$ cat config.mk
export PLATFORM = sky130hd
export DESIGN_NAME = dbmrs_top
export DESIGN_NICKNAME = d
export VERILOG_FILES = /design/src/design/dbmrs_pkg.sv /design/src/design/dbmrs_top.sv
export SDC_FILE = /design/constraint.sdc
export NUM_CORES = 1
export LEC_CHECK = 0
export BUFFER_PORTS_ARGS = -buffer_cell sky130_fd_sc_hd__buf_2
export CELL_PAD_IN_SITES_DETAIL_PLACEMENT = 1
export CELL_PAD_IN_SITES_GLOBAL_PLACEMENT = 2
export CORE_ASPECT_RATIO = 0.9
export CORE_MARGIN = 1
export CORE_UTILIZATION = 41
export CTS_CLUSTER_DIAMETER = 80
export DETAILED_ROUTE_END_ITERATION = 10
export PLACE_DENSITY_LB_ADDON = 0.12
export SLEW_MARGIN = 25
export SYNTH_ARGS = -nofsm -noshare
export SYNTH_HDL_FRONTEND = slang
export SYNTH_SLANG_ARGS = --single-unit
$ cat constraint.sdc
create_clock -name clock -period 14.66 [get_ports clock]
set_clock_uncertainty 0.1 [all_clocks]
set_input_delay 2.932 -clock clock [delete_from_list [all_inputs] [get_ports clock]]
set_output_delay 2.932 -clock clock [all_outputs]
set_load 0.005 [all_outputs]
$ cat src/design/dbmrs_pkg.sv
// Purpose : Shared constants and types for the DMA bus-mode and request-sampling block
// Assumes : Single clock, plain register port, 8-bit byte addresses
// Notes   : Channel control word layout is carried by dbmrs_ctrl_s

package dbmrs_pkg;

  // ----------------------------------------------------------------
  // Sizes
  // ----------------------------------------------------------------
  localparam int          DBMRS_NCH      = 4;
  localparam int          DBMRS_NEXT     = 2;
  localparam int          DBMRS_COUNT_W  = 16;
  localparam int          DBMRS_AW       = 8;
  localparam int          DBMRS_DW       = 32;

  // ----------------------------------------------------------------
  // Register map
  // ----------------------------------------------------------------
  localparam logic [7:0]  DBMRS_CTRL_OFF   = 8'h00;
  localparam logic [7:0]  DBMRS_COUNT_OFF  = 8'h04;
  localparam logic [7:0]  DBMRS_CH_STRIDE  = 8'h08;
  localparam logic [7:0]  DBMRS_WAIT_OFF   = 8'h40;
  localparam logic [7:0]  DBMRS_STATUS_OFF = 8'h44;

  // Wait control word fields
  localparam int          DBMRS_DUALW_LSB  = 0;
  localparam int          DBMRS_SINGW_LSB  = 4;
  localparam int          DBMRS_DRAMLP_BIT = 8;
  localparam int          DBMRS_WAIT_W     = 4;

  // Control word bit position of the software-cleared done flag, and the control word width
  localparam int          DBMRS_DONE_BIT   = 12;
  localparam int          DBMRS_CTRL_W     = 14;

  // ----------------------------------------------------------------
  // Encodings
  // ----------------------------------------------------------------
  localparam logic [1:0]  DBMRS_REQ_AUTO   = 2'h0;
  localparam logic [1:0]  DBMRS_REQ_EXT    = 2'h1;
  localparam logic [1:0]  DBMRS_REQ_PERIPH = 2'h2;
  localparam logic [1:0]  DBMRS_PID_OTHER  = 2'h0;
  localparam logic [1:0]  DBMRS_PID_SERIAL = 2'h1;
  localparam logic [1:0]  DBMRS_PID_CONV   = 2'h2;

  // ----------------------------------------------------------------
  // Timing, in states of the 40 ns clock
  // ----------------------------------------------------------------
  localparam logic [1:0]  DBMRS_REQ_LAT      = 2'h2;
  localparam logic [5:0]  DBMRS_SINGLE_BASE  = 6'h01;
  localparam logic [5:0]  DBMRS_DUAL_BASE    = 6'h01;
  localparam logic [5:0]  DBMRS_CS_SMP_ST    = 6'h02;
  localparam logic [5:0]  DBMRS_DRAM_SMP_ST  = 6'h01;

  // ----------------------------------------------------------------
  // Types
  // ----------------------------------------------------------------
  typedef enum logic [1:0] {
    DBMRS_IDLE = 2'b00,
    DBMRS_REQ  = 2'b01,
    DBMRS_XFER = 2'b10
  } dbmrs_fsm_e;

  typedef enum logic [1:0] {
    DBMRS_SMP_EVERY = 2'b00,
    DBMRS_SMP_BLOCK = 2'b01,
    DBMRS_SMP_ACK   = 2'b10
  } dbmrs_smp_e;

  typedef struct packed {
    logic       cfg_err;
    logic       done;
    logic       reg16;
    logic       ep_periph;
    logic       ep_reqmod;
    logic       edge_det;
    logic       unit16;
    logic       single_addr;
    logic [1:0] periph_id;
    logic [1:0] req_src;
    logic       bus_mode_select;
    logic       channel_enable_bit;
  } dbmrs_ctrl_s;

  typedef struct packed {
    dbmrs_ctrl_s [DBMRS_NCH-1:0]                    ctrl;
    logic        [DBMRS_NCH-1:0][DBMRS_COUNT_W-1:0] count;
    logic        [DBMRS_WAIT_W-1:0]                 dual_wait;
    logic        [DBMRS_WAIT_W-1:0]                 single_wait;
    logic                                           dram_lp;
    logic        [DBMRS_NCH-1:0]                    pending;
    logic        [DBMRS_NCH-1:0][1:0]               age;
    dbmrs_smp_e  [DBMRS_NEXT-1:0]                   smp;
    logic        [DBMRS_NEXT-1:0]                   edge_seen;
    logic        [DBMRS_NEXT-1:0]                   pin_prev;
    dbmrs_fsm_e                                     fsm;
    logic        [1:0]                              cur;
    logic        [5:0]                              scnt;
    logic                                           alt;
    logic                                           bus_req;
    logic        [DBMRS_NEXT-1:0]                   ack;
    logic        [DBMRS_DW-1:0]                     rd_data;
  } dbmrs_state_s;

endpackage : dbmrs_pkg

$ cat src/design/dbmrs_top.sv
// Purpose : Bus ownership, channel pre-emption and request-pin sampling for a 4-channel DMA
// Assumes : Inputs synchronous to clock; bus arbiter answers bus_req with bus_grant
// Notes   : Fixed priority, channel 0 highest; request pins are active low
//
// Overview of operation
// - Cycle-steal channels release the bus after every single transfer unit unless a burst channel is ready.
// - Cycle-steal mode is legal for every source, destination and request category.
// - A burst channel keeps the bus and transfers back to back until it ends.
// - Level-detected external burst releases the bus after the unit once pin goes high.
// - A burst channel cannot take its requests from the serial interface.
// - Single-address transfers take only external requests, on channels 0 and 1.
// - External pin requests are accepted only by channels 0 and 1.
// - Dual transfers without peripheral endpoint refuse serial or converter request sources.
// - Serial or converter requests need that module as source or destination.
// - Unit size must match the peripheral register's permitted access size.
// - A higher-priority request pre-empts a burst channel at the next unit boundary.
// - A pre-empting burst channel finishes entirely before the lower one resumes.
// - A cycle-steal pre-emptor alternates unit by unit with the burst channel.
// - During that alternation the bus is never handed back to the CPU.
// - Unit length follows dual wait setting for dual, single wait for single.
// - A transfer starts no earlier than two states after request detection.
// - Edge detection needs a fresh falling edge before another request is taken.
// - Cycle steal: after a detection, sampling pauses until the acknowledged unit.
// - That sample falls on the third state of the acknowledged unit.
// - No request there: sample at next acknowledged state, then every state.
// - DRAM long-pitch single transfers sample in the unit's second state.
// - Each channel's control register selects burst or cycle-steal bus mode.
// - A channel ends when its count reaches zero or software clears enable.
//
// Our own choices: strobed register access and the address map.

module dbmrs_top
  import dbmrs_pkg::*;
(
  input  wire logic                  clock,
  input  wire logic                  sys_rst,
  input  wire logic [DBMRS_AW-1:0]   reg_addr,
  input  wire logic [DBMRS_DW-1:0]   reg_wdata,
  input  wire logic                  reg_wr,
  input  wire logic                  reg_rd,
  output logic      [DBMRS_DW-1:0]   reg_rdata,
  input  wire logic [DBMRS_NEXT-1:0] transfer_request_pin_n,
  input  wire logic [DBMRS_NCH-1:0]  periph_req,
  input  wire logic                  bus_grant,
  output logic                       bus_req,
  output logic      [DBMRS_NEXT-1:0] transfer_ack_pin,
  output logic                       xfer_busy,
  output logic      [1:0]            xfer_chan
);

  // ----------------------------------------------------------------
  // Helpers
  // ----------------------------------------------------------------
  function automatic logic [1:0] dbmrs_pick(input logic [DBMRS_NCH-1:0] m);
    logic [1:0] r;
    r = 2'h0;
    for (int i = DBMRS_NCH - 1; i >= 0; i--) begin
      if (m[i]) begin
        r = 2'(i);
      end
    end
    return r;
  endfunction : dbmrs_pick

  // Illegal setups are refused at write time so they can never start
  function automatic logic dbmrs_cfg_ok(input logic [1:0] ch, input dbmrs_ctrl_s c);
    logic ok;
    ok = 1'b1;
    if (c.bus_mode_select && c.req_src == DBMRS_REQ_PERIPH
        && c.periph_id == DBMRS_PID_SERIAL) begin
      ok = 1'b0;
    end
    if (c.req_src == DBMRS_REQ_EXT && ch > 2'h1) begin
      ok = 1'b0;
    end
    if (c.single_addr && (c.req_src != DBMRS_REQ_EXT || c.ep_periph)) begin
      ok = 1'b0;
    end
    if (c.req_src == DBMRS_REQ_PERIPH && c.periph_id != DBMRS_PID_OTHER
        && !(c.ep_periph && c.ep_reqmod)) begin
      ok = 1'b0;
    end
    if (c.ep_periph && (c.unit16 != c.reg16)) begin
      ok = 1'b0;
    end
    if (c.req_src == 2'h3 || c.periph_id == 2'h3) begin
      ok = 1'b0;
    end
    return ok;
  endfunction : dbmrs_cfg_ok

  // ----------------------------------------------------------------
  // State
  // ----------------------------------------------------------------
  dbmrs_state_s              st_reg;
  dbmrs_state_s              st_next;
  logic [5:0]                ulen;
  logic [5:0]                smp_pt;
  logic                      unit_end;
  logic                      last_unit;
  logic [DBMRS_NCH-1:0]      ready;
  logic [DBMRS_NCH-1:0]      burst_rdy;
  logic [1:0]                sel;
  logic [DBMRS_NEXT-1:0]     fall;
  logic [DBMRS_NEXT-1:0]     det;
  logic                      own;
  dbmrs_ctrl_s               wctrl;

  always_comb begin
    st_next   = st_reg;
    st_next.rd_data = '0;
    ulen      = '0;
    smp_pt    = '0;
    unit_end  = 1'b0;
    last_unit = 1'b0;
    ready     = '0;
    burst_rdy = '0;
    sel       = 2'h0;
    fall      = '0;
    det       = '0;
    own       = 1'b0;
    wctrl     = '0;

    // ----------------------------------------------------------------
    // Unit length and sample point
    // ----------------------------------------------------------------
    if (st_reg.ctrl[st_reg.cur].single_addr) begin
      ulen = DBMRS_SINGLE_BASE + 6'(st_reg.single_wait);
    end else begin
      ulen = 6'(2 * (DBMRS_DUAL_BASE + 6'(st_reg.dual_wait)));
    end
    if (st_reg.dram_lp && st_reg.ctrl[st_reg.cur].single_addr) begin
      smp_pt = DBMRS_DRAM_SMP_ST;
    end else begin
      smp_pt = DBMRS_CS_SMP_ST;
    end
    // Short units take their sample in their last state
    if (smp_pt > ulen - 6'h01) begin
      smp_pt = ulen - 6'h01;
    end
    unit_end  = (st_reg.fsm == DBMRS_XFER) && (st_reg.scnt == ulen - 6'h01);
    last_unit = unit_end && (st_reg.count[st_reg.cur] == DBMRS_COUNT_W'(1));

    // ----------------------------------------------------------------
    // External pin sampling
    // ----------------------------------------------------------------
    for (int i = 0; i < DBMRS_NEXT; i++) begin
      fall[i] = st_reg.pin_prev[i] & ~transfer_request_pin_n[i];
      st_next.pin_prev[i] = transfer_request_pin_n[i];
      // Edge latch keeps a falling edge seen while sampling is paused
      det[i] = st_reg.ctrl[i].edge_det ? (st_reg.edge_seen[i] | fall[i])
                                       : ~transfer_request_pin_n[i];
      if (fall[i]) begin
        st_next.edge_seen[i] = 1'b1;
      end
      own = (st_reg.fsm == DBMRS_XFER) && (st_reg.cur == 2'(i));
      if (st_reg.ctrl[i].channel_enable_bit && st_reg.ctrl[i].req_src == DBMRS_REQ_EXT) begin
        if (st_reg.ctrl[i].bus_mode_select) begin
          if (!st_reg.pending[i]) begin
            if (det[i]) begin
              st_next.pending[i]   = 1'b1;
              st_next.edge_seen[i] = 1'b0;
              st_next.age[i]       = 2'h0;
            end
          end else if (!st_reg.ctrl[i].edge_det && own && unit_end
                       && transfer_request_pin_n[i]) begin
            st_next.pending[i] = 1'b0;
          end
        end else begin
          case (st_reg.smp[i])
            DBMRS_SMP_EVERY: begin
              if (det[i]) begin
                st_next.pending[i]   = 1'b1;
                st_next.edge_seen[i] = 1'b0;
                st_next.age[i]       = 2'h0;
                st_next.smp[i]       = DBMRS_SMP_BLOCK;
              end
            end
            DBMRS_SMP_BLOCK: begin
              if (own && st_reg.scnt == smp_pt) begin
                if (det[i]) begin
                  st_next.pending[i]   = 1'b1;
                  st_next.edge_seen[i] = 1'b0;
                  st_next.age[i]       = 2'h0;
                end else begin
                  st_next.smp[i] = DBMRS_SMP_ACK;
                end
              end
            end
            DBMRS_SMP_ACK: begin
              if (own && det[i]) begin
                st_next.pending[i]   = 1'b1;
                st_next.edge_seen[i] = 1'b0;
                st_next.age[i]       = 2'h0;
                st_next.smp[i]       = DBMRS_SMP_BLOCK;
              end else begin
                st_next.smp[i] = DBMRS_SMP_EVERY;
              end
            end
            default: begin
              st_next.smp[i] = DBMRS_SMP_EVERY;
            end
          endcase
        end
      end else begin
        st_next.smp[i] = DBMRS_SMP_EVERY;
      end
    end

    // ----------------------------------------------------------------
    // Readiness per channel
    // ----------------------------------------------------------------
    for (int i = 0; i < DBMRS_NCH; i++) begin
      if (st_reg.age[i] != 2'h3) begin
        st_next.age[i] = st_reg.age[i] + 2'h1;
      end
      case (st_reg.ctrl[i].req_src)
        DBMRS_REQ_AUTO:   ready[i] = 1'b1;
        DBMRS_REQ_EXT:    ready[i] = st_reg.pending[i] && st_reg.age[i] >= DBMRS_REQ_LAT;
        DBMRS_REQ_PERIPH: ready[i] = st_reg.pending[i];
        default:          ready[i] = 1'b0;
      endcase
      ready[i] = ready[i] && st_reg.ctrl[i].channel_enable_bit;
      // Channel whose unit now ends without a further request drops out
      if (unit_end && st_reg.cur == 2'(i)
          && (last_unit || !st_next.pending[i] && st_reg.ctrl[i].req_src != DBMRS_REQ_AUTO)) begin
        ready[i] = 1'b0;
      end
      burst_rdy[i] = ready[i] && st_reg.ctrl[i].bus_mode_select;
    end

    // Alternation hands the next unit back to the burst channel
    if (st_reg.alt && burst_rdy != '0) begin
      sel = dbmrs_pick(burst_rdy);
    end else begin
      sel = dbmrs_pick(ready);
    end

    // ----------------------------------------------------------------
    // Bus ownership
    // ----------------------------------------------------------------
    case (st_reg.fsm)
      DBMRS_IDLE: begin
        if (ready != '0) begin
          st_next.fsm     = DBMRS_REQ;
          st_next.bus_req = 1'b1;
        end
      end
      DBMRS_REQ: begin
        if (ready == '0) begin
          st_next.fsm     = DBMRS_IDLE;
          st_next.bus_req = 1'b0;
        end else if (bus_grant) begin
          st_next.fsm  = DBMRS_XFER;
          st_next.cur  = sel;
          st_next.scnt = '0;
          st_next.alt  = 1'b0;
          if (!st_reg.ctrl[sel].bus_mode_select) begin
            st_next.pending[sel] = 1'b0;
          end
        end
      end
      DBMRS_XFER: begin
        st_next.scnt = st_reg.scnt + 6'h01;
        if (unit_end) begin
          st_next.count[st_reg.cur] = st_reg.count[st_reg.cur] - DBMRS_COUNT_W'(1);
          if (last_unit) begin
            st_next.ctrl[st_reg.cur].channel_enable_bit = 1'b0;
            st_next.ctrl[st_reg.cur].done               = 1'b1;
            st_next.pending[st_reg.cur]                 = 1'b0;
          end
          if (burst_rdy != '0 && ready != '0) begin
            // A live burst channel keeps the bus between units
            st_next.scnt = '0;
            st_next.cur  = sel;
            st_next.alt  = !st_reg.ctrl[sel].bus_mode_select;
            if (!st_reg.ctrl[sel].bus_mode_select) begin
              st_next.pending[sel] = 1'b0;
            end
          end else begin
            st_next.fsm     = DBMRS_IDLE;
            st_next.bus_req = 1'b0;
            st_next.alt     = 1'b0;
          end
        end
      end
      default: begin
        st_next.fsm     = DBMRS_IDLE;
        st_next.bus_req = 1'b0;
      end
    endcase
    // Latched after the unit-start clear, so a request in that cycle is kept
    for (int i = 0; i < DBMRS_NCH; i++) begin
      if (st_reg.ctrl[i].req_src == DBMRS_REQ_PERIPH && periph_req[i]
          && st_next.ctrl[i].channel_enable_bit) begin
        st_next.pending[i] = 1'b1;
      end
    end

    // ----------------------------------------------------------------
    // Register port
    // ----------------------------------------------------------------
    for (int i = 0; i < DBMRS_NCH; i++) begin
      if (reg_wr && reg_addr == DBMRS_CTRL_OFF + 8'(i) * DBMRS_CH_STRIDE) begin
        wctrl         = dbmrs_ctrl_s'(reg_wdata[DBMRS_CTRL_W-1:0]);
        wctrl.done    = st_next.ctrl[i].done & ~reg_wdata[DBMRS_DONE_BIT];
        wctrl.cfg_err = !dbmrs_cfg_ok(2'(i), wctrl);
        if (wctrl.cfg_err) begin
          wctrl.channel_enable_bit = 1'b0;
        end
        // A completion landing in the clear cycle is kept
        if (last_unit && st_reg.cur == 2'(i)) begin
          wctrl.done               = 1'b1;
          wctrl.channel_enable_bit = 1'b0;
        end
        st_next.ctrl[i] = wctrl;
        if (!wctrl.channel_enable_bit) begin
          st_next.pending[i] = 1'b0;
        end
      end
      if (reg_wr && reg_addr == DBMRS_COUNT_OFF + 8'(i) * DBMRS_CH_STRIDE) begin
        st_next.count[i] = reg_wdata[DBMRS_COUNT_W-1:0];
      end
      if (reg_rd && reg_addr == DBMRS_CTRL_OFF + 8'(i) * DBMRS_CH_STRIDE) begin
        st_next.rd_data = DBMRS_DW'(st_reg.ctrl[i]);
      end
      if (reg_rd && reg_addr == DBMRS_COUNT_OFF + 8'(i) * DBMRS_CH_STRIDE) begin
        st_next.rd_data = DBMRS_DW'(st_reg.count[i]);
      end
    end
    if (reg_wr && reg_addr == DBMRS_WAIT_OFF) begin
      st_next.dual_wait   = reg_wdata[DBMRS_DUALW_LSB +: DBMRS_WAIT_W];
      st_next.single_wait = reg_wdata[DBMRS_SINGW_LSB +: DBMRS_WAIT_W];
      st_next.dram_lp     = reg_wdata[DBMRS_DRAMLP_BIT];
    end
    if (reg_rd && reg_addr == DBMRS_WAIT_OFF) begin
      st_next.rd_data = DBMRS_DW'({st_reg.dram_lp, st_reg.single_wait, st_reg.dual_wait});
    end
    if (reg_rd && reg_addr == DBMRS_STATUS_OFF) begin
      st_next.rd_data = DBMRS_DW'({st_reg.pending, st_reg.bus_req,
                                   st_reg.fsm == DBMRS_XFER, st_reg.cur});
    end

    // Acknowledge follows the unit being run for an external requester
    for (int i = 0; i < DBMRS_NEXT; i++) begin
      st_next.ack[i] = (st_next.fsm == DBMRS_XFER) && (st_next.cur == 2'(i))
                       && (st_reg.ctrl[i].req_src == DBMRS_REQ_EXT);
    end
  end

  always_ff @(posedge clock or posedge sys_rst) begin
    if (sys_rst) begin
      st_reg          <= '0;
      st_reg.pin_prev <= '1;
      st_reg.age      <= '1;
    end else begin
      st_reg <= st_next;
    end
  end

  // ----------------------------------------------------------------
  // Outputs
  // ----------------------------------------------------------------
  assign reg_rdata        = st_reg.rd_data;
  assign bus_req          = st_reg.bus_req;
  assign transfer_ack_pin = st_reg.ack;
  assign xfer_busy        = st_reg.fsm == DBMRS_XFER;
  assign xfer_chan        = st_reg.cur;

endmodule : dbmrs_top

==> results.cfg <==
[placement]
io_buffer_count = 56
place_congestion = 0.826
hpwlAfterDp_um = 26600
dpl_worst_slack_ns = 7.91
placed_cells = 1587

[clocking]
cts.htree.levels = 4
clkSinkCount = 179
cts_tree = done
cts_resized = 0
clockBufferDepth = 2
cts_setup_buffers = 0
cts-root-buf = clkbuf_16
clkLatencyLatePin_ns = 0.45
cts_hold_buf = 0
cts_buffers = 17
clk_pin_slew_worst_paths_ns = 0.07

[global_route]
grt_pass1_wl_um = 60000
use_met3_pct = 4.55
antenna_found_initial = 0
grt_max_degree = 112
grt_pass1_vias = 9892
grt_use_total_pct = 28.5
grtUsageMet1_pct = 42.0
met2_usage_pct = 42.9
busiest_layer = met2
overflow = 0

[timing]
fmax_mhz = 154
finalCritPeriodShare_pct = 44.4
worst_hold_slack_ns = 0.387
rsz0062_at_grt = false
setup_viol = 0
fin_setup_tns_ns = 0
setup_slack_ns = 8.15
tightest_slew_ns = 1.11
period_needed_ns = 6.51
maxSlewHeadroom_pct = 26.1
drv_slew = 0
hold_viol_final = 0

[floorplan]
ios = 89
core_area_um2 = 27000
die_area_um2 = 28000
dieHeight_um = 159
num_rows = 57
die_width_um = 176
start_util_pct = 41.6

[worst_setup_path]
arrival_ns = 6.73
crit_type = flop to flop
worstPathRequired_ns = 14.89
worst-path-max-fanout = 28
end_kind = flop
startpoint_type = flop

[worst_hold_path]
hold_path_class = flop to flop

[final_layout]
final_cells = 1620
nNetsFinal = 1323
diodes = 0
fin_util_pct = 45.2
layout-drive-gt1-share_pct = 15.0
syn_to_final_growth_pct = 8.66
largest_register_ffs = 158

[synthesis]
synth.area.top_cells = dfrtp_1, nand2_1, o21ai_0
yosysWarnings = 0
netlist_top_cells_count = nand2_1, dfrtp_1, o21ai_0, nor2_1, a21oi_1
syn_area_um2 = 11200
synth_top_area_cell = dfrtp_1
ys_types = 82
avgSynthCellArea_um2 = 8.97
synth_edf_count = 0
async_flop_share_pct = 100
yosysSeqAreaShare_pct = 40.0
synth-main-ff-cell = dfrtp_1
synth.top_cell.area_share_pct = 37.7
ys_ff_latch = 179
yosysMostFrequentCell = nand2_1
synthCells = 1250

[detailed_routing]
drt_iter0_markers = 863
drc = 0
wl_um = 38600
ant_nets = 0
wl_per_cell_um = 23.8
dr.pass1.iters = 5
vias = 9835
viasPerCell = 6.07

[power_and_ir_drop]
seq_power_share_pct = 47.0
pwr-share-comb_pct = 15.1
p_per_area_nw_per_um2 = 100
internal_power_w = 0.000844
power.leakage_nw = 5.23
clkPwrFrac_pct = 37.9
swShare_pct = 30.7
irDropWorstVdd_mv = 0.0821
power.switching_w = 0.000374

[flow_run]
max_cap_viol_count = 0

[status]
outcome = finished clean
==> routing by layer <==
layer | wire length, µm | vias up | part of all wire (%)
met4 | 662 | 0 | 1.7
met1 | 18500 | 5060 | 48
li1 | - | 4472 | -
met5 | 0 | - | 0
met2 | 17400 | 262 | 45
met3 | 2040 | 41 | 5.3
==> through the flow <==
| step | power, W | area [µm²] |
|---|---|---|
| after floorplan | 0.000702 | 11300 |
| after global placement | 0.000758 | 11600 |
| after detailed placement | 0.000765 | 11600 |
| after CTS | 0.00123 | 12200 |
| after global routing | 0.00127 | 12200 |
| final | 0.00122 | 12200 |
==> layout by cell type (no fill, tap or decap), types with 11 or more instances in the layout <==
| cell | n |
|---|---|
| conb_1 | 16 |
| inv_1 | 29 |
| mux2_2 | 34 |
| and2_1 | 13 |
| clkbuf_16 | 17 |
| nand2b_1 | 21 |
| buf_4 | 19 |
| a222oi_1 | 14 |
| xor2_1 | 14 |
| a22oi_1 | 18 |
| nand3_1 | 28 |
| nor2b_1 | 11 |
| nand2_1 | 205 |
| buf_2 | 56 |
| mux4_2 | 13 |
| dfrtp_1 | 169 |
| o21ai_0 | 122 |
| a21oi_1 | 65 |
| xnor2_1 | 17 |
| ha_1 | 19 |
| nor3_1 | 19 |
| mux2i_1 | 53 |
| nor2_1 | 75 |
| a31oi_1 | 13 |
==> area by class of cell <==
| type | instances | area [µm²] |
|---|---|---|
| Timing Repair Buffer | 76 | 428 |
| Inverter | 30 | 120 |
| Fill cell | 3218 | 14800 |
| Multi-Input combinational cell | 949 | 6140 |
| Clock buffer | 17 | 425 |
| Clock inverter | 15 | 144 |
| Sequential cell | 179 | 4490 |
| Tap cell | 354 | 443 |
==> worst paths after layout <==
kind	startpoint	to	slack, ns	cells after the start
worst max-delay path	xfer_chan[0]	st_reg[64]	8.15	17
worst min-delay path	st_reg[163]	st_reg[163]	0.39	2
worst max register to register	xfer_chan[0]	st_reg[64]	8.15	17
worst min register to register	st_reg[163]	st_reg[163]	0.39	2
max in group asynchronous	sys_rst	st_reg[125]	10.42	3
min in group asynchronous	sys_rst	st_reg[185]	2.54	2
==> worst max-delay path, cell delays in order (launching register included) <==
cell and delay [ns]:
dfrtp_1 0.32, buf_4 0.46, mux4_2 0.81, or2_2 0.37, a21boi_0 0.13, ha_1 0.35
ha_1 0.30, nor2b_1 0.12, o21ai_0 0.10, a311oi_1 0.77, and2_1 0.30, o22ai_1 0.12
o21ai_0 0.41, a21oi_1 0.31, o31ai_1 0.51, and2_0 0.45, nor4bb_1 0.28, o22ai_1 0.13
==> power groups by stage <==
stage | sequential (W) | clock (W) | combinational, W
3_3_place_gp | 0.000580 | 0 | 0.000178
3_5_place_dp | 0.000581 | 0 | 0.000184
4_1_cts | 0.000572 | 0.000470 | 0.000185
5_1_grt | 0.000577 | 0.000488 | 0.000207
2_1_floorplan | 0.000564 | 0 | 0.000138
6_report | 0.000573 | 0.000462 | 0.000184
==> cell families (layout without fill, tap and decap cells) <==
| kind of cell | after synthesis | after routing | synth area share (%) |
|---|---|---|---|
| buffers and inverters | 137 | 138 | 5.89 |
| XOR/XNOR | 31 | 31 | 2.42 |
| multiplexers | 104 | 104 | 11.7 |
| AO/OA/AOI/OAI | 336 | 336 | 19.3 |
| AND/OR/NAND/NOR | 443 | 443 | 18.5 |
| adder cells (fa/ha/maj) | 19 | 19 | 2.12 |
| other | 1 | 16 | 0.0334 |
| flip-flops | 179 | 179 | 40.0 |
Power figures use the tool's default switching activity.
